`src/core/picture_adjust_pkg.sv`:
```
/*
 * picture_adjust_pkg: register offsets, reset values, field positions and the
 * stream sample type of the picture adjustment block.
 * Assumes byte-wide host registers addressed by an 8-bit register index.
 */
package picture_adjust_pkg;

   // ----------------------------------------------------------------
   // register offsets
   // ----------------------------------------------------------------
   localparam logic [7:0] MISC_CTRL_OFFS  = 8'h0B;
   localparam logic [7:0] LUMA_GAIN_OFFS  = 8'h0C;
   localparam logic [7:0] U_GAIN_OFFS     = 8'h0D;
   localparam logic [7:0] V_GAIN_OFFS     = 8'h0E;
   localparam logic [7:0] PHASE_OFFS      = 8'h0F;
   localparam logic [7:0] LOOP_CTRL_OFFS  = 8'h10;

   // ----------------------------------------------------------------
   // reset values
   // ----------------------------------------------------------------
   localparam logic [7:0] MISC_CTRL_RST   = 8'h20;
   localparam logic [7:0] LUMA_GAIN_RST   = 8'hD8;
   localparam logic [7:0] U_GAIN_RST      = 8'hFE;
   localparam logic [7:0] V_GAIN_RST      = 8'hB4;
   localparam logic [7:0] PHASE_RST       = 8'h00;
   localparam logic [7:0] LOOP_CTRL_RST   = 8'h00;

   // ----------------------------------------------------------------
   // field positions
   // ----------------------------------------------------------------
   localparam int V_TOP_BIT     = 0;
   localparam int U_TOP_BIT     = 1;
   localparam int LUMA_TOP_BIT  = 2;
   localparam int MISC_RSVD_BIT = 3;
   localparam int LUMA_DECIMATION_DISABLE_BIT      = 5;
   localparam int FSEL_LSB      = 3;
   localparam int COLOUR_KILL_ENABLE_BIT     = 5;
   localparam int CHROMA_AGC_ENABLE_BIT      = 6;
   localparam int PEAK_BIT      = 7;
   localparam logic [7:0] LOOP_CTRL_MASK = 8'hF8;
   localparam logic [7:0] MISC_CTRL_MASK = 8'hF7;

   // ----------------------------------------------------------------
   // gain figures
   // ----------------------------------------------------------------
   localparam int LUMA_UNITY = 216;
   localparam int U_UNITY    = 254;
   localparam int V_UNITY    = 180;
   localparam logic [7:0] AGC_MIN = 8'h20;  // 0.5 in 1/64 units
   localparam logic [7:0] AGC_MAX = 8'h80;  // 2.0 in 1/64 units
   localparam int AGC_FRAC = 6;

   // horizontal reduction thresholds, 4.4 fixed point source/output
   localparam logic [7:0] RATIO_HALF    = 8'h20;
   localparam logic [7:0] RATIO_THIRD   = 8'h30;
   localparam logic [7:0] RATIO_SEVENTH = 8'h70;

   // ----------------------------------------------------------------
   // types
   // ----------------------------------------------------------------
   typedef enum logic [2:0] {
      FILT_NONE  = 3'b000,
      FILT_CIF   = 3'b001,
      FILT_QCIF  = 3'b010,
      FILT_ICON  = 3'b011,
      PEAK_MAX   = 3'b100,
      PEAK_MED   = 3'b101,
      PEAK_LOW   = 3'b110,
      PEAK_MIN   = 3'b111
   } filter_mode_t;

   typedef struct packed {
      logic [7:0] luma;
      logic [7:0] u;
      logic [7:0] v;
   } sample_t;

endpackage

```
`src/core/sat_gain.sv`:
```
/*
 * sat_gain: one registered gain stage, out = in * gain / UNITY, saturated.
 * Assumes gain and data on clk_sys; one cycle of latency.
 */
`timescale 1ns/1ps
`default_nettype none
module sat_gain #(
   parameter int UNITY       = 216,
   parameter bit SIGNED_DATA = 1'b0
) (
   input  wire logic       clk_sys,
   input  wire logic       resetn,
   input  wire logic [7:0] din,
   input  wire logic [8:0] gain,
   output var  logic [7:0] dout
);
   // reciprocal with 18 fraction bits avoids a real divider
   localparam int RECIP = ((1 << 18) + UNITY / 2) / UNITY;

   logic signed [31:0] ext_w;
   logic signed [31:0] prod_w;
   logic signed [31:0] scaled_w;
   logic [7:0]         sat_w;

   assign ext_w    = SIGNED_DATA ? $signed({{24{din[7]}}, din}) : $signed({24'h000000, din});
   assign prod_w   = ext_w * $signed({23'h000000, gain}) * RECIP;
   assign scaled_w = (prod_w + 32'sh0002_0000) >>> 18;
   // clip instead of wrapping
   assign sat_w = SIGNED_DATA ?
                  ((scaled_w > 32'sd127) ? 8'h7F :
                   (scaled_w < -32'sd128) ? 8'h80 : scaled_w[7:0]) :
                  ((scaled_w > 32'sd255) ? 8'hFF :
                   (scaled_w < 32'sd0) ? 8'h00 : scaled_w[7:0]);

   always_ff @(posedge clk_sys or negedge resetn)
   begin
      if (!resetn)
         dout <= 8'h00;
      else
         dout <= sat_w;
   end

   // ----------------------------------------------------------------
   // checks
   // ----------------------------------------------------------------
   property p_unity_pass;
      @(posedge clk_sys) disable iff (!resetn)
      (gain == 9'(UNITY)) |=> (dout == $past(din));
   endproperty
   a_unity_pass: assert property (p_unity_pass) else $error("unity gain altered sample");

   property p_zero_gain;
      @(posedge clk_sys) disable iff (!resetn)
      (gain == 9'h000) |=> (dout == 8'h00);
   endproperty
   a_zero_gain: assert property (p_zero_gain) else $error("zero gain gave nonzero sample");

endmodule
`default_nettype wire

```
`src/core/picture_adjust.sv`:
```
/*
 * picture_adjust: picture adjustment registers and their datapath effects
 * (luma gain, U/V gain, hue phase offset, loop control).
 * Assumes host register strobes and the sample stream are on clk_sys.
 */
// What this block does
// - luma gain low byte resets to 0xD8, host reads and writes freely.
// - 9-bit luma gain is misc control top bit joined with low byte.
// - luma sample times gain; 216 unity, 0 zero, 511 about 236.57 percent.
// - U gain low byte resets to 0xFE, host reads and writes freely.
// - U scaled by 9-bit gain; 254 unity, 511 about 201.18 percent.
// - V gain low byte resets 0xB4; 180 unity, 511 about 283.89 percent.
// - signed hue adds to demodulation phase, 0.7 degree steps, resets zero.
// - peaking select 0 gives low-pass filtering, 1 gives peaking.
// - chroma AGC enable multiplies chroma by 0.5 to 2.0; off at reset.
// - low colour removal works only when colour kill enable is set.
// - without peaking, filter select: 00 auto, 01 CIF, 10 QCIF, 11 ICON.
// - auto: none to half, CIF to third, QCIF to seventh, then ICON.
// - with peaking, filter select gives maximum, medium, low, minimum peaking.
// - misc control holds luma top bit 2, U top bit 1, V top bit 0.
// - decimation disable 0 enables filtered decimation; 1 (default) disables.
`timescale 1ns/1ps
`default_nettype none
module picture_adjust (
   input  wire logic                            clk_sys,
   input  wire logic                            resetn,
   input  wire logic [7:0]                      reg_addr,
   input  wire logic [7:0]                      reg_wdata,
   input  wire logic                            reg_we,
   input  wire logic                            reg_re,
   output var  logic [7:0]                      reg_rdata,
   input  wire picture_adjust_pkg::sample_t     sample_in,
   input  wire logic                            sample_in_valid,
   input  wire logic [7:0]                      agc_factor,
   input  wire logic                            low_colour,
   input  wire logic [7:0]                      h_ratio,
   input  wire logic [9:0]                      sc_phase,
   output var  picture_adjust_pkg::sample_t     sample_out,
   output var  logic                            sample_out_valid,
   output var  logic [9:0]                      demod_phase,
   output var  picture_adjust_pkg::filter_mode_t filter_mode,
   output var  logic                            decimation_on,
   output var  logic                            peaking_on,
   output var  logic                            chroma_agc_enable,
   output var  logic                            colour_kill_enable
);
   // ----------------------------------------------------------------
   // registers
   // ----------------------------------------------------------------
   logic [7:0] misc_ctrl_q;
   logic [7:0] luma_gain_low_byte_q;
   logic [7:0] u_gain_low_byte_q;
   logic [7:0] v_gain_low_byte_q;
   logic [7:0] phase_q;
   logic [7:0] loop_control_q;

   wire wr_misc  = reg_we && (reg_addr == picture_adjust_pkg::MISC_CTRL_OFFS);
   wire wr_luma  = reg_we && (reg_addr == picture_adjust_pkg::LUMA_GAIN_OFFS);
   wire wr_u     = reg_we && (reg_addr == picture_adjust_pkg::U_GAIN_OFFS);
   wire wr_v     = reg_we && (reg_addr == picture_adjust_pkg::V_GAIN_OFFS);
   wire wr_phase = reg_we && (reg_addr == picture_adjust_pkg::PHASE_OFFS);
   wire wr_loop  = reg_we && (reg_addr == picture_adjust_pkg::LOOP_CTRL_OFFS);

   always_ff @(posedge clk_sys or negedge resetn)
   begin
      if (!resetn)
      begin
         misc_ctrl_q          <= picture_adjust_pkg::MISC_CTRL_RST;
         luma_gain_low_byte_q <= picture_adjust_pkg::LUMA_GAIN_RST;
         u_gain_low_byte_q    <= picture_adjust_pkg::U_GAIN_RST;
         v_gain_low_byte_q    <= picture_adjust_pkg::V_GAIN_RST;
         phase_q              <= picture_adjust_pkg::PHASE_RST;
         loop_control_q       <= picture_adjust_pkg::LOOP_CTRL_RST;
      end
      else
      begin
         if (wr_misc)
            misc_ctrl_q <= reg_wdata & picture_adjust_pkg::MISC_CTRL_MASK;
         if (wr_luma)
            luma_gain_low_byte_q <= reg_wdata;
         if (wr_u)
            u_gain_low_byte_q <= reg_wdata;
         if (wr_v)
            v_gain_low_byte_q <= reg_wdata;
         if (wr_phase)
            phase_q <= reg_wdata;
         // reserved low bits kept at zero whatever is written
         if (wr_loop)
            loop_control_q <= reg_wdata & picture_adjust_pkg::LOOP_CTRL_MASK;
      end
   end

   // ----------------------------------------------------------------
   // read back
   // ----------------------------------------------------------------
   logic [7:0] rd_mux_w;
   assign rd_mux_w =
      (reg_addr == picture_adjust_pkg::MISC_CTRL_OFFS) ? misc_ctrl_q :
      (reg_addr == picture_adjust_pkg::LUMA_GAIN_OFFS) ? luma_gain_low_byte_q :
      (reg_addr == picture_adjust_pkg::U_GAIN_OFFS)    ? u_gain_low_byte_q :
      (reg_addr == picture_adjust_pkg::V_GAIN_OFFS)    ? v_gain_low_byte_q :
      (reg_addr == picture_adjust_pkg::PHASE_OFFS)     ? phase_q :
      (reg_addr == picture_adjust_pkg::LOOP_CTRL_OFFS) ? loop_control_q : 8'h00;

   always_ff @(posedge clk_sys or negedge resetn)
   begin
      if (!resetn)
         reg_rdata <= 8'h00;
      else if (reg_re)
         reg_rdata <= rd_mux_w;
   end

   // ----------------------------------------------------------------
   // field decode
   // ----------------------------------------------------------------
   logic [8:0] luma_gain;
   logic [8:0] u_gain;
   logic [8:0] v_gain;
   assign luma_gain = {misc_ctrl_q[picture_adjust_pkg::LUMA_TOP_BIT],
                       luma_gain_low_byte_q};
   assign u_gain    = {misc_ctrl_q[picture_adjust_pkg::U_TOP_BIT], u_gain_low_byte_q};
   assign v_gain    = {misc_ctrl_q[picture_adjust_pkg::V_TOP_BIT], v_gain_low_byte_q};

   wire       peak_sel  = loop_control_q[picture_adjust_pkg::PEAK_BIT];
   wire       agc_sel   = loop_control_q[picture_adjust_pkg::CHROMA_AGC_ENABLE_BIT];
   wire       kill_sel  = loop_control_q[picture_adjust_pkg::COLOUR_KILL_ENABLE_BIT];
   wire [1:0] fsel      = loop_control_q[picture_adjust_pkg::FSEL_LSB +: 2];
   wire       luma_decimation_disable_off  = misc_ctrl_q[picture_adjust_pkg::LUMA_DECIMATION_DISABLE_BIT];

   // ----------------------------------------------------------------
   // filter selection
   // ----------------------------------------------------------------
   picture_adjust_pkg::filter_mode_t auto_mode_w;
   picture_adjust_pkg::filter_mode_t mode_d;

   assign auto_mode_w =
      (h_ratio <= picture_adjust_pkg::RATIO_HALF)    ? picture_adjust_pkg::FILT_NONE :
      (h_ratio <= picture_adjust_pkg::RATIO_THIRD)   ? picture_adjust_pkg::FILT_CIF :
      (h_ratio <= picture_adjust_pkg::RATIO_SEVENTH) ? picture_adjust_pkg::FILT_QCIF :
                                                       picture_adjust_pkg::FILT_ICON;

   // SECAM needs the QCIF setting from software; not detected here
   assign mode_d =
      luma_decimation_disable_off ? picture_adjust_pkg::FILT_NONE :
      peak_sel ? picture_adjust_pkg::filter_mode_t'({1'b1, fsel}) :
      (fsel == 2'b00) ? auto_mode_w :
      picture_adjust_pkg::filter_mode_t'({1'b0, fsel});

   always_ff @(posedge clk_sys or negedge resetn)
   begin
      if (!resetn)
      begin
         filter_mode        <= picture_adjust_pkg::FILT_NONE;
         decimation_on      <= 1'b0;
         peaking_on         <= 1'b0;
         chroma_agc_enable  <= 1'b0;
         colour_kill_enable <= 1'b0;
         demod_phase        <= 10'h000;
      end
      else
      begin
         filter_mode        <= mode_d;
         decimation_on      <= !luma_decimation_disable_off;
         peaking_on         <= peak_sel && !luma_decimation_disable_off;
         chroma_agc_enable  <= agc_sel;
         colour_kill_enable <= kill_sel;
         demod_phase        <= sc_phase + {{2{phase_q[7]}}, phase_q};
      end
   end

   // ----------------------------------------------------------------
   // chroma agc and colour kill stage
   // ----------------------------------------------------------------
   logic [7:0]         agc_clip_w;
   logic signed [17:0] u_agc_w;
   logic signed [17:0] v_agc_w;
   picture_adjust_pkg::sample_t stage_q;
   logic                        stage_valid_q;

   function automatic logic [7:0] sat8s(input logic signed [17:0] x);
      if (x > 18'sd127)
         sat8s = 8'h7F;
      else if (x < -18'sd128)
         sat8s = 8'h80;
      else
         sat8s = x[7:0];
   endfunction

   assign agc_clip_w = (agc_factor < picture_adjust_pkg::AGC_MIN) ? picture_adjust_pkg::AGC_MIN :
                       (agc_factor > picture_adjust_pkg::AGC_MAX) ? picture_adjust_pkg::AGC_MAX :
                       agc_factor;
   assign u_agc_w = ($signed(sample_in.u) * $signed({1'b0, agc_clip_w})) >>>
                    picture_adjust_pkg::AGC_FRAC;
   assign v_agc_w = ($signed(sample_in.v) * $signed({1'b0, agc_clip_w})) >>>
                    picture_adjust_pkg::AGC_FRAC;

   wire kill_now = kill_sel && low_colour;

   always_ff @(posedge clk_sys or negedge resetn)
   begin
      if (!resetn)
      begin
         stage_q       <= '0;
         stage_valid_q <= 1'b0;
      end
      else
      begin
         stage_valid_q <= sample_in_valid;
         stage_q.luma  <= sample_in.luma;
         stage_q.u     <= kill_now ? 8'h00 : agc_sel ? sat8s(u_agc_w) : sample_in.u;
         stage_q.v     <= kill_now ? 8'h00 : agc_sel ? sat8s(v_agc_w) : sample_in.v;
      end
   end

   // ----------------------------------------------------------------
   // gain stage
   // ----------------------------------------------------------------
   // U and V gains are independent; keeping their ratio is software's job
   sat_gain #(.UNITY(picture_adjust_pkg::LUMA_UNITY), .SIGNED_DATA(1'b0)) luma_gain_stage (
      .clk_sys (clk_sys),
      .resetn  (resetn),
      .din     (stage_q.luma),
      .gain    (luma_gain),
      .dout    (sample_out.luma)
   );

   sat_gain #(.UNITY(picture_adjust_pkg::U_UNITY), .SIGNED_DATA(1'b1)) u_gain_stage (
      .clk_sys (clk_sys),
      .resetn  (resetn),
      .din     (stage_q.u),
      .gain    (u_gain),
      .dout    (sample_out.u)
   );

   sat_gain #(.UNITY(picture_adjust_pkg::V_UNITY), .SIGNED_DATA(1'b1)) v_gain_stage (
      .clk_sys (clk_sys),
      .resetn  (resetn),
      .din     (stage_q.v),
      .gain    (v_gain),
      .dout    (sample_out.v)
   );

   always_ff @(posedge clk_sys or negedge resetn)
   begin
      if (!resetn)
         sample_out_valid <= 1'b0;
      else
         sample_out_valid <= stage_valid_q;
   end

   // ----------------------------------------------------------------
   // checks
   // ----------------------------------------------------------------
   property p_luma_read;
      @(posedge clk_sys) disable iff (!resetn)
      (reg_re && reg_addr == picture_adjust_pkg::LUMA_GAIN_OFFS) |=>
         (reg_rdata == $past(luma_gain_low_byte_q));
   endproperty
   a_luma_read: assert property (p_luma_read) else $error("luma gain readback wrong");

   property p_luma_top;
      @(posedge clk_sys) disable iff (!resetn)
      wr_misc |=> (luma_gain[8] == $past(reg_wdata[2])) && (u_gain[8] == $past(reg_wdata[1]));
   endproperty
   a_luma_top: assert property (p_luma_top) else $error("gain top bit not taken");

   property p_u_unity;
      @(posedge clk_sys) disable iff (!resetn)
      (u_gain == 9'd254 && $stable(u_gain)) |=> (sample_out.u == $past(stage_q.u));
   endproperty
   a_u_unity: assert property (p_u_unity) else $error("U unity gain altered sample");

   property p_v_unity;
      @(posedge clk_sys) disable iff (!resetn)
      (v_gain == 9'd180) |=> (sample_out.v == $past(stage_q.v));
   endproperty
   a_v_unity: assert property (p_v_unity) else $error("V unity gain altered sample");

   property p_phase;
      @(posedge clk_sys) disable iff (!resetn)
      1'b1 |=> (demod_phase == 10'($past(sc_phase) + {{2{$past(phase_q[7])}}, $past(phase_q)}));
   endproperty
   a_phase: assert property (p_phase) else $error("phase offset wrong");

   property p_peak;
      @(posedge clk_sys) disable iff (!resetn)
      (peak_sel && !luma_decimation_disable_off) |=> peaking_on && filter_mode[2];
   endproperty
   a_peak: assert property (p_peak) else $error("peaking not selected");

   property p_kill;
      @(posedge clk_sys) disable iff (!resetn)
      (kill_sel && low_colour && sample_in_valid) |=> ##1
         (sample_out_valid && sample_out.u == 8'h00 && sample_out.v == 8'h00);
   endproperty
   a_kill: assert property (p_kill) else $error("colour not removed");

   property p_auto;
      @(posedge clk_sys) disable iff (!resetn)
      (!luma_decimation_disable_off && !peak_sel && fsel == 2'b00 && h_ratio > picture_adjust_pkg::RATIO_SEVENTH)
         |=> (filter_mode == picture_adjust_pkg::FILT_ICON);
   endproperty
   a_auto: assert property (p_auto) else $error("auto filter choice wrong");

   property p_luma_decimation_disable;
      @(posedge clk_sys) disable iff (!resetn)
      luma_decimation_disable_off |=> !decimation_on && (filter_mode == picture_adjust_pkg::FILT_NONE);
   endproperty
   a_luma_decimation_disable: assert property (p_luma_decimation_disable) else $error("decimation active while disabled");

   property p_lat;
      @(posedge clk_sys) disable iff (!resetn)
      sample_in_valid |-> ##2 sample_out_valid;
   endproperty
   a_lat: assert property (p_lat) else $error("sample latency not two");

   c_peak:  cover property (@(posedge clk_sys) disable iff (!resetn) peaking_on);
   c_kill:  cover property (@(posedge clk_sys) disable iff (!resetn) kill_now && sample_in_valid);
   c_agc:   cover property (@(posedge clk_sys) disable iff (!resetn) agc_sel && sample_in_valid);
   c_qcif:  cover property (@(posedge clk_sys) disable iff (!resetn)
                            filter_mode == picture_adjust_pkg::FILT_QCIF);

endmodule
`default_nettype wire

```
`config.mk`:
```
export PLATFORM = sky130hd
export DESIGN_NAME = picture_adjust
export DESIGN_NICKNAME = d
export VERILOG_FILES = /design/src/core/picture_adjust_pkg.sv /design/src/core/sat_gain.sv /design/src/core/picture_adjust.sv
export SDC_FILE = /design/constraint.sdc
export NUM_CORES = 1
export LEC_CHECK = 0
export ABC_AREA = 1
export BUFFER_PORTS_ARGS = -buffer_cell sky130_fd_sc_hd__buf_2
export CAP_MARGIN = 20
export CORE_MARGIN = 1.5
export CORE_UTILIZATION = 60
export CTS_BUF_LIST = sky130_fd_sc_hd__clkbuf_8
export DETAILED_ROUTE_END_ITERATION = 10
export PLACE_DENSITY_LB_ADDON = 0.25
export SLEW_MARGIN = 20
export SYNTH_ARGS = -nofsm -noshare
export SYNTH_HDL_FRONTEND = slang
export SYNTH_HIERARCHICAL = 1
export SYNTH_SLANG_ARGS = --single-unit
```
`constraint.sdc`:
```
create_clock -name clk_sys -period 8.6 [get_ports clk_sys]
set_input_delay 0.43 -clock clk_sys [delete_from_list [all_inputs] [get_ports clk_sys]]
set_output_delay 0.43 -clock clk_sys [all_outputs]
set_load 0.1 [all_outputs]
```
# Word level (Yosys, flattened, before mapping)
# Cells that the tools add are included.
# classes
n_mux	28
n_addsub	4
n_eq_ne	6
reduce_logical	10
order_cmp	15
multipliers	8
# op_table
operator	count
2-to-1 mux 8 bit	22
adder 32 x 19 -> 32 bit, second input constant	3
multiplier 8 x 9 -> 17 bit	3
equality test 8 x 4 -> 1 bit, second input constant	5
multiplier 8 x 10 -> 18 bit	2
multiplier 32 x 11 -> 31 bit, second input constant	1
multiplier 32 x 8 -> 28 bit, second input constant	1
multiplier 32 x 9 -> 29 bit, second input constant	1
greater-than comparator 14 x 8 -> 1 bit, second input constant	2
less-than comparator 14 x 8 -> 1 bit, second input constant	2
greater-than comparator 11 x 8 -> 1 bit, second input constant	2
less-than comparator 11 x 8 -> 1 bit, second input constant	2
less-or-equal comparator 8 x 6 -> 1 bit, second input constant	2
greater-than comparator 14 x 9 -> 1 bit, second input constant	1
less-than comparator 14 x 1 -> 1 bit, second input constant	1
adder 10 bit	1
equality test 8 x 5 -> 1 bit, second input constant	1
greater-than comparator 8 bit, second input constant	1
less-or-equal comparator 8 x 7 -> 1 bit, second input constant	1
logical AND 1 bit	8
less-than comparator 8 x 6 -> 1 bit, second input constant	1
2-to-1 mux 2 bit	3
2-to-1 mux 3 bit	2
logical NOT 2 bit	1
other kinds (2)	2
# word_totals
wordCells	92
inputBits	72
output_inout_bits	50
reg_bits	119

# Longest topological paths before layout
# Gate-level depths: netlist of run 1.
# depth
depth_word	9
ltp_mapped	51

# Modules after synthesis
# Netlist of run 1, hierarchy kept.
# by_module_without_submodules
module	instances	cells_each	seq_area_each_um2	area_each_um2
picture_adjust	1	1155	2372.3	8944.8
sat_gain (luma_gain_stage)	1	1012	200.2	7243.2
sat_gain (v_gain_stage)	1	922	200.2	6477.5
sat_gain (u_gain_stage)	1	670	200.2	4570.6

# Least setup slack after synthesis of run 1
# No wires, ideal clock.
# synth_timing
path_kind	register -> register
startpoint	reg luma_gain_low_byte_q[3]
endpoint	reg luma_gain_stage.dout[5]
period_less_slack_ns	8.802
slack_ns	-0.202
arrival_time_ns	8.670
stages_incl_launch_ff	43
path_buffers	1
required_time_ns	8.468
path_cell_list	dfstp_2 > clkbuf_1 > nand2_1 > inv_1 > fa_1 > fa_1 > fa_1 > inv_1 > fa_1 > inv_1 > ha_1 > a21oi_1 > nand2_1 > a21oi_2 > o21ai_2 > xor2_1 > inv_1 > fa_1 > (+7 left out) > ha_1 > nand2_1 > inv_1 > nand2_1 > nand2_1 > nand2_1 > nand2_1 > inv_2 > nand2_1 > nand2_1 > nand2_1 > inv_1 > ha_1 > nand3_1 > nor2_2 > nand2_1 > xor2_1 > nand3_1
# synth_via
elab_chain_cells	6
# synth_rtl
element	line_no	rtl
start: declaration	picture_adjust.sv:51	logic [7:0] luma_gain_low_byte_q;
start signal: assignment	picture_adjust.sv:69	luma_gain_low_byte_q <= picture_adjust_pkg::LUMA_GAIN_RST;
start signal: assignment	picture_adjust.sv:80	luma_gain_low_byte_q <= reg_wdata;
multiplier 8 x 9 -> 17 bit (*)	sat_gain.sv:26	assign prod_w = ext_w * $signed({23'h000000, gain}) * RECIP;
multiplier 32 x 11 -> 31 bit (*)	sat_gain.sv:26	
adder 32 x 19 -> 32 bit (*)	sat_gain.sv:27	assign scaled_w = (prod_w + 32'sh0002_0000) >>> 18;
less-than comparator 14 x 1 -> 1 bit	sat_gain.sv:33	(scaled_w < 32'sd0) ? 8'h00 : scaled_w[7:0]);
2-to-1 mux 8 bit	sat_gain.sv:33	
2-to-1 mux 8 bit (*)	sat_gain.sv:32	((scaled_w > 32'sd255) ? 8'hFF :
via luma_gain_stage.sat_w[5]	sat_gain.sv:23	logic [7:0] sat_w;
end signal: assignment	sat_gain.sv:40	dout <= sat_w;
end: declaration	sat_gain.sv:15	output var logic [7:0] dout
# The timed path passes the listed nets; every way through them passes the cells marked *.
# A chain may end at the register's enable or synchronous reset.

# Worst setup path in the final report of run 1
# layout_timing
startpoint	reg luma_gain_low_byte_q[4]
endpoint	reg luma_gain_stage.dout[1]
# The elaborated chain is that of the path after synthesis.

==> flow_summary.ini, run 1 <==
[critical_path]
r2r_end = luma_gain_stage/dout[1]$_DFF_PN0_
cp_data_arrival_time_ps = 8910
cp.required_ps = 8950
slowest_delay_ps = 600
critPathSlowestCell = dfstp_2
cp-end-kind = flop
ff2ff_path_depth = 38
reg2reg_from = luma_gain_low_byte_q[4]$_DFFE_PN1P_
r2r_slack_ps = 40
start_kind = flop
critical_path_class = reg -> reg
critPathMaxFanout = 8

[logic_synthesis]
syn_nets = 4539
synth_seq_cells = 118
yosysSeqAreaShare_pct = 10.9
synth_edf_count = 0
netlist-cell-type-count = 56
synthFlopType = dfrtp_1
async_flop_share_pct = 100
yosys_warnings = 6
synth.cell_area_um2 = 27200
syn_inst = 3759
syn_area_per_cell_um2 = 7.25

[hold_path]
min_path_cells = 1
hp-class = in -> reg
hold_end = stage_q[17]$_DFF_PN0_
min_from = sample_in[17]

[finish]
num-fill-cells = 3792
area_growth_pct = 12.8
drive_above_1_share_pct = 16.0
fin_area_um2 = 30700
final_common_cell = inv_1
mostFrequentLayoutCells = inv_1, nand2_1, ha_1
final_net_count = 4749

[clock_network]
cts_tree = built
clk_pin_slew_worst_paths_ps = 90
cts_made_buffers = 17
clock_latency_ps = 480
cts-root-buf = clkbuf_8
htreeDepth = 4
clk_path_buf_depth = 2
clkSinkCount = 118

[sta]
hold_viol_final = 0
finalClockSkew_ps = 13.0
tns_ps = 0
fin_crit_ps = 8560
slew_violations = 0
max_slew.worst_pin.slew_ps = 725
setup_viol = 0
max_freq_mhz = 117
rsz0062_at_grt = true
relSlewSlack_pct = 51.4
fin_ws_ps = 41.1
post-route-period-util_pct = 99.5

[placed_design]
place_ws_ps = -244
io_buffers = 121
gp_congestion = 0.897
dp_hpwl_um = 53400
postPlaceCellArea_um2 = 29000

[die]
die_height_um = 216
num_rows = 77
start_util_pct = 61.2
dieArea_um2 = 46700
coreArea_um2 = 44500
io_pins = 122
dieWidth_um = 216

[routing]
drt_iter0_drc = 1276
drtAntennaViolNets = 0
via_per_inst = 5.14
totalWireLength_um = 65600
routedWlPerCell_um = 14.3
num_vias = 23500
firstDrtPassIters = 6
drc_errors = 0

[grt]
grt_max_degree = 71
grt_pass1_wl_um = 107000
grt_usage_pct = 27.9
grt_pass1_vias = 22500
antenna_found_initial = 1
overflow = 0

[status]
outcome = completed

[job]
drv_cap = 0
-- worst max-delay path: cells and delay by family, from the launching register on --
family          cells  cell delay (ps)
simple gates       14             1240
compound gates      4              660
fa+ha+maj          11             4890
flops               1              600
buf+inv             8              790
xor+xnor            1              210
-- state kept, by name (all words and copies together) (netlist names) --
signal,cells
chroma_agc_enable,1
colour_kill_enable,1
decimation_on,1
demod_phase,10
filter_mode,3
loop_control_q,5
luma_gain_low_byte_q,8
luma_gain_stage/dout,8
misc_ctrl_q,7
phase_q,8
reg_rdata,8
sample_out_valid,1
stage_q,24
stage_valid_q,1
u_gain_low_byte_q,8
u_gain_stage/dout,8
v_gain_low_byte_q,8
v_gain_stage/dout,8
-- per-layer routing --
layer	vias up	routed length, um	global-route usage [%]	share of wire (%)
met5	-	0	0	0
met1	11000	28900	38.7	44
met3	123	3460	2.62	5.3
li1	11700	-	-	-
met4	0	1920	9.07	2.9
met2	643	31400	46.1	48
-- worst max path at each step --
stage                                        startpoint  depth (start not counted)  slack (ps)                           endpoint
floorplan           luma_gain_low_byte_q[3]$_DFFE_PN1P_                         42          10  luma_gain_stage/dout[5]$_DFF_PN0_
global placement    luma_gain_low_byte_q[4]$_DFFE_PN1P_                         40         -70  luma_gain_stage/dout[7]$_DFF_PN0_
detailed placement  luma_gain_low_byte_q[4]$_DFFE_PN1P_                         38        -240  luma_gain_stage/dout[5]$_DFF_PN0_
CTS                 luma_gain_low_byte_q[6]$_DFFE_PN1P_                         37          -1  luma_gain_stage/dout[3]$_DFF_PN0_
global route        luma_gain_low_byte_q[7]$_DFFE_PN1P_                         42        -270  luma_gain_stage/dout[1]$_DFF_PN0_
finish              luma_gain_low_byte_q[4]$_DFFE_PN1P_                         38          40  luma_gain_stage/dout[1]$_DFF_PN0_
-- synthesized netlist by cell type (4+ instances only) --
master | count | area (um2)
inv_1 | 957 | 3590
o211ai_1 | 4 | 30.0
nand4_1 | 42 | 263
nor3_2 | 6 | 60.1
a31oi_1 | 7 | 43.8
fa_1 | 307 | 6150
a21o_1 | 7 | 52.6
dfrtp_1 | 102 | 2550
xor2_1 | 54 | 473
nor2_4 | 13 | 146
nand3_1 | 127 | 636
xnor2_1 | 25 | 219
nand2_2 | 47 | 294
dfstp_2 | 16 | 420
clkbuf_1 | 56 | 210
buf_2 | 4 | 20.0
ha_1 | 401 | 5020
nand3_2 | 19 | 190
o21ai_1 | 15 | 75.1
nor3_1 | 13 | 65.1
and3_1 | 4 | 25.0
o21bai_1 | 15 | 113
buf_6 | 5 | 56.3
a21oi_1 | 116 | 581
xor2_2 | 5 | 81.3
nand2_4 | 10 | 113
or2_2 | 5 | 31.3
nand2_1 | 953 | 3580
nor2_1 | 235 | 882
o21ai_0 | 75 | 375
nand3b_1 | 6 | 45.0
a21oi_2 | 8 | 70.1
inv_2 | 21 | 78.8
clkinv_1 | 8 | 30.0
o21ai_2 | 11 | 96.3
nor2_2 | 19 | 119
nor4_1 | 7 | 43.8
-- stage by stage --
| step | cells | hold WS (ps) | utilization (%) |
|---|---|---|---|
| CTS | 4550 | 18.3 | 66.7 |
| floorplan | 3759 | 134 | - |
| global route | 4575 | 29.0 | 69.0 |
| finish | 4576 | 51.7 | 69.0 |
| global placement | 4492 | 333 | 65.1 |
| detailed placement | 4492 | 338 | 65.1 |
-- cell families after synthesis --
family | Yosys count | synth area share (%)
AO/OA/AOI/OAI | 277 | 6.04
adder cells (fa/ha/maj) | 708 | 41.0
XOR/XNOR | 85 | 2.94
AND/OR/NAND/NOR | 1516 | 24.4
buffers and inverters | 1055 | 14.7
flip-flops | 118 | 10.9
-- timing repair --
item,in CTS,in global routing
setup buffers,25,24
endpoints found under the setup margin,8,16
endpoints found under the hold margin,41,0
pin swaps,22,108
hold buffers,1,0
cloned,0,0
gates resized for setup,21,184
-- cell type report --
cell class                      instances  area, um2  area share, %
Multi-Input combinational cell       2586      21200           69.1
Inverter                              986       3700           12.1
Sequential cell                       118       2980           9.70
Timing Repair Buffer                  260       1690           5.49
Tap cell                              592        741           2.41
Clock buffer                           18        248          0.807
Clock inverter                         14        125          0.407
Antenna cell                            2       5.00         0.0163
Power of run 1 is left out: the tool's default activity adds up to more than one toggle a clock period on the data nets, which glitch-free logic cannot reach.
==> run 2: changes to the inputs <==
Settings changed: CORE_UTILIZATION 60 to 50.
==> flow_summary.ini, run 2 (synthesis gave the netlist of run 1 again) <==
[routing]
drc_errors = 0
drt_iter0_drc = 1057
num_vias = 23000
routedWlPerCell_um = 13.6
wl_met3_um = 2500
firstDrtPassIters = 6
routed-wl-met2_um = 30800
via_per_inst = 4.93
highest_layer = met5
drt-met1-wl_um = 28800
totalWireLength_um = 63400
drtAntennaViolNets = 0

[job]
drv_cap = 0

[clock_network]
htreeDepth = 4
clk_pin_slew_worst_paths_ps = 80
clock_latency_ps = 520
cts_tree = built
cts_made_buffers = 17
cts-root-buf = clkbuf_8
clk_path_buf_depth = 2
clkSinkCount = 118

[finish]
multi_input_area_um2 = 21100
area_growth_pct = 12.9
regMostFlops = stage_q
fin_area_um2 = 30700
seq_area_um2 = 2990
largest_reg_flops = 24
final_net_count = 4742
reg.largest.list = stage_q (24), demod_phase (10)
num-fill-cells = 5123
final_common_cell = inv_1
drive_above_1_share_pct = 16.1
mostFrequentLayoutCells = inv_1, nand2_1, ha_1

[placed_design]
io_buffers = 121
gp_congestion = 0.916
dp_hpwl_um = 53200
postPlaceCellArea_um2 = 29100

[grt]
grt_usage_pct = 22.9
grt_pass1_wl_um = 105000
grt_pass1_vias = 22100
overflow = 0
grt_max_degree = 62
antenna_found_initial = 4

[critical_path]
r2r_slack_ps = 100
critPathSlowestCell = dfstp_2
critPathMaxFanout = 4
start_kind = flop
cp.required_ps = 8990
ff2ff_path_depth = 40
critPathBufInv = 11
cp_top_family = adder cells
reg2reg_from = luma_gain_low_byte_q[3]$_DFFE_PN1P_
slowest_delay_ps = 580
crit_start = luma_gain_low_byte_q[3]$_DFFE_PN1P_
cp_data_arrival_time_ps = 8880
cpMostUsedCell = fa_1
r2r_end = luma_gain_stage/dout[3]$_DFF_PN0_
cp-end-kind = flop
critical_path_class = reg -> reg

[die]
dieArea_um2 = 55900
die_height_um = 236
dieWidth_um = 236
io_pins = 122
coreArea_um2 = 53800
start_util_pct = 50.6
num_rows = 85

[sta]
finalClockSkew_ps = 27.3
slew_violations = 0
rsz0062_at_grt = true
relSlewSlack_pct = 46.7
setup_viol = 0
hold_viol_final = 0
post-route-period-util_pct = 98.8
max_freq_mhz = 118
fin_crit_ps = 8500
max_slew.worst_pin.slew_ps = 800

[hold_path]
hp-class = in -> reg
min_path_cells = 1
hold_end = stage_q[17]$_DFF_PN0_
min_from = sample_in[17]

[status]
outcome = completed
## run 2: worst max-delay path by stage
stage | endpoint | slack (ps) | depth (start not counted)
after detailed placement | luma_gain_stage/dout[5]$_DFF_PN0_ | -180 | 38
after floorplan | luma_gain_stage/dout[5]$_DFF_PN0_ | 10 | 42
after global routing | luma_gain_stage/dout[5]$_DFF_PN0_ | -220 | 39
after CTS | luma_gain_stage/dout[5]$_DFF_PN0_ | 0.4 | 41
final | luma_gain_stage/dout[3]$_DFF_PN0_ | 100 | 40
after global placement | luma_gain_stage/dout[5]$_DFF_PN0_ | -70 | 38
## run 2: layout make-up
| type | instances | area share [%] |
|---|---|---|
| Antenna cell | 1 | 0.00814 |
| Clock buffer | 18 | 0.806 |
| Clock inverter | 14 | 0.566 |
| Inverter | 986 | 12.1 |
| Multi-Input combinational cell | 2586 | 68.6 |
| Sequential cell | 118 | 9.71 |
| Tap cell | 696 | 2.83 |
| Timing Repair Buffer | 253 | 5.37 |
## run 2: repair_timing
action                     CTS  global route
setup buffers                7            35
setup endpoints to repair    8            15
pin swaps                   11           112
resized for setup           23           180
hold buffers                 2             0
hold endpoints to repair    52             0
## run 2: metrics by stage
step	setup TNS, ps	instances	hold slack [ps]	util (%)	worst slack [ps]
floorplan	0	3759	134	-	10.3
global placement	-399	4595	334	54.1	-72.4
detailed placement	-1150	4595	355	54.1	-181
CTS	0	4636	21.0	55.2	0.372
global route	-1740	4672	30.9	57.1	-222
finish	0	4672	44.9	57.1	104
## run 2: layer usage
layer,up-vias,GRT usage [%]
met4,2,6.06
met2,430,39.0
met1,10800,30.7
met3,86,2.77
met5,-,0
li1,11700,-
Power of run 2 is left out for the same reason.
==> run 3: changes to the inputs <==
Settings changed: CELL_PAD_IN_SITES_DETAIL_PLACEMENT set to 0, CELL_PAD_IN_SITES_GLOBAL_PLACEMENT set to 2, CORE_UTILIZATION 50 to 35.
==> flow_summary.ini, run 3 (synthesis gave the netlist of run 1 again) <==
[status]
outcome = completed

[critical_path]
cp_data_arrival_time_ps = 8730
cp-end-kind = flop
start_kind = flop
cp_top_family = adder cells
cpMostUsedCell = fa_1
critPathBufInv = 11
critPathMaxFanout = 5
critical_path_class = reg -> reg
slowest_delay_ps = 610
cp.required_ps = 8990
critPathSlowestCell = dfstp_2
r2r_slack_ps = 260

[finish]
reg.largest.list = stage_q (24), demod_phase (10)
regMostFlops = stage_q
final_core_utilization_pct = 40.8
drive_above_1_share_pct = 17.2
final_net_count = 4776
largest_reg_flops = 24
final_common_cell = inv_1
area_growth_pct = 15.6
mostFrequentLayoutCells = inv_1, nand2_1, ha_1

[clock_network]
clock_latency_ps = 540
cts_tree = built
clk_pin_slew_worst_paths_ps = 90
cts-root-buf = clkbuf_8
cts_made_buffers = 17
clk_path_buf_depth = 2
clkSinkCount = 118
htreeDepth = 4

[sta]
fin_crit_ps = 8340
relSlewSlack_pct = 48.1
slew_violations = 0
finalClockSkew_ps = 34.6
post-route-period-util_pct = 97.0
max_freq_mhz = 120
tns_ps = 0
max_slew.worst_pin.slew_ps = 776
hold_viol_final = 0
rsz0062_at_grt = true
setup_viol = 0
fin_ws_ps = 262

[placed_design]
dp_hpwl_um = 61400
io_buffers = 121
gp_congestion = 0.836
place_ws_ps = -310

[routing]
routedWlPerCell_um = 14.1
via_per_inst = 4.45
totalWireLength_um = 71400
num_vias = 22500
firstDrtPassIters = 5
drtAntennaViolNets = 0
drc_errors = 0
drt_iter0_drc = 1021

[die]
dieArea_um2 = 79500
start_util_pct = 35.3
coreArea_um2 = 77200
io_pins = 122
die_height_um = 282
dieWidth_um = 282
num_rows = 102

[grt]
grt_usage_pct = 18.5
antenna_found_initial = 3
grt_pass1_vias = 22300
grt_pass1_wl_um = 116000
overflow = 0
grt_max_degree = 81

[hold_path]
hp-class = in -> reg

[job]
drv_cap = 0
-- run 3: changes by cell type in the layout (fill, tap and decap cells not counted), sizes merged --
cell         delta
buf            +25
bufinv          -2
clkinv          +3
dlygate4sd3     +8
clkbuf          +1
clkinvlp        -1
diode           +1
-- run 3: per-layer routing --
| metal | track usage [%] | wire length (um) | up-vias | part of all wire [%] |
|---|---|---|---|---|
| met1 | 27.3 | 37100 | 10400 | 52 |
| met5 | 0 | 0 | - | 0 |
| met2 | 28.8 | 31100 | 285 | 44 |
| met3 | 2.17 | 2180 | 44 | 3.1 |
| li1 | - | - | 11800 | - |
| met4 | 3.86 | 964 | 0 | 1.4 |
-- run 3: worst register-to-register path, delay by kind of cell (launching register included) --
kind | cells | cell delay [ps]
compound gates | 3 | 440
simple gates | 12 | 1030
flops | 1 | 610
fa+ha+maj | 12 | 5230
xor+xnor | 2 | 270
buf+inv | 11 | 660
-- run 3: worst paths after layout --
| check | start | end | cells after the start |
|---|---|---|---|
| min | sc_phase[0] | demod_phase[0]$_DFF_PN0_ | 2 |
| max | luma_gain_low_byte_q[3]$_DFFE_PN1P_ | luma_gain_stage/dout[5]$_DFF_PN0_ | 40 |
| min in group asynchronous | resetn | luma_gain_stage/dout[2]$_DFF_PN0_ | 2 |
| max in group asynchronous | resetn | stage_q[19]$_DFF_PN0_ | 3 |
| max reg2reg | luma_gain_low_byte_q[3]$_DFFE_PN1P_ | luma_gain_stage/dout[5]$_DFF_PN0_ | 40 |
| min reg2reg | stage_valid_q$_DFF_PN0_ | sample_out_valid$_DFF_PN0_ | 0 |
-- run 3: cell type report --
| type | count | area [um2] |
|---|---|---|
| fillers | 8200 | 45700 |
| multi-input cells | 2586 | 21200 |
| inverters | 986 | 3700 |
| flip-flops and latches | 118 | 2990 |
| repair buffers | 287 | 1940 |
| well taps | 1040 | 1300 |
| clock buffers | 18 | 248 |
| clock inverters | 14 | 128 |
| diodes | 2 | 5.00 |
-- run 3: metrics by stage --
stage / std cells / cell area [um2] / hold WS, ps
CTS: 5017 / 30400 / 83.7
floorplan: 3759 / 27300 / 134
finish: 5051 / 31500 / 147
detailed placement: 4969 / 29800 / 341
global route: 5050 / 31500 / 101
global placement: 4969 / 29800 / 332
-- run 3: timing repair --
action	in CTS	in global routing
gates resized for setup	29	212
endpoints found under the setup margin	8	22
hold endpoints to repair	47	0
buffers inserted	6	32
pin swaps	16	109
hold buffers	10	0
Power of run 3 is left out for the same reason.
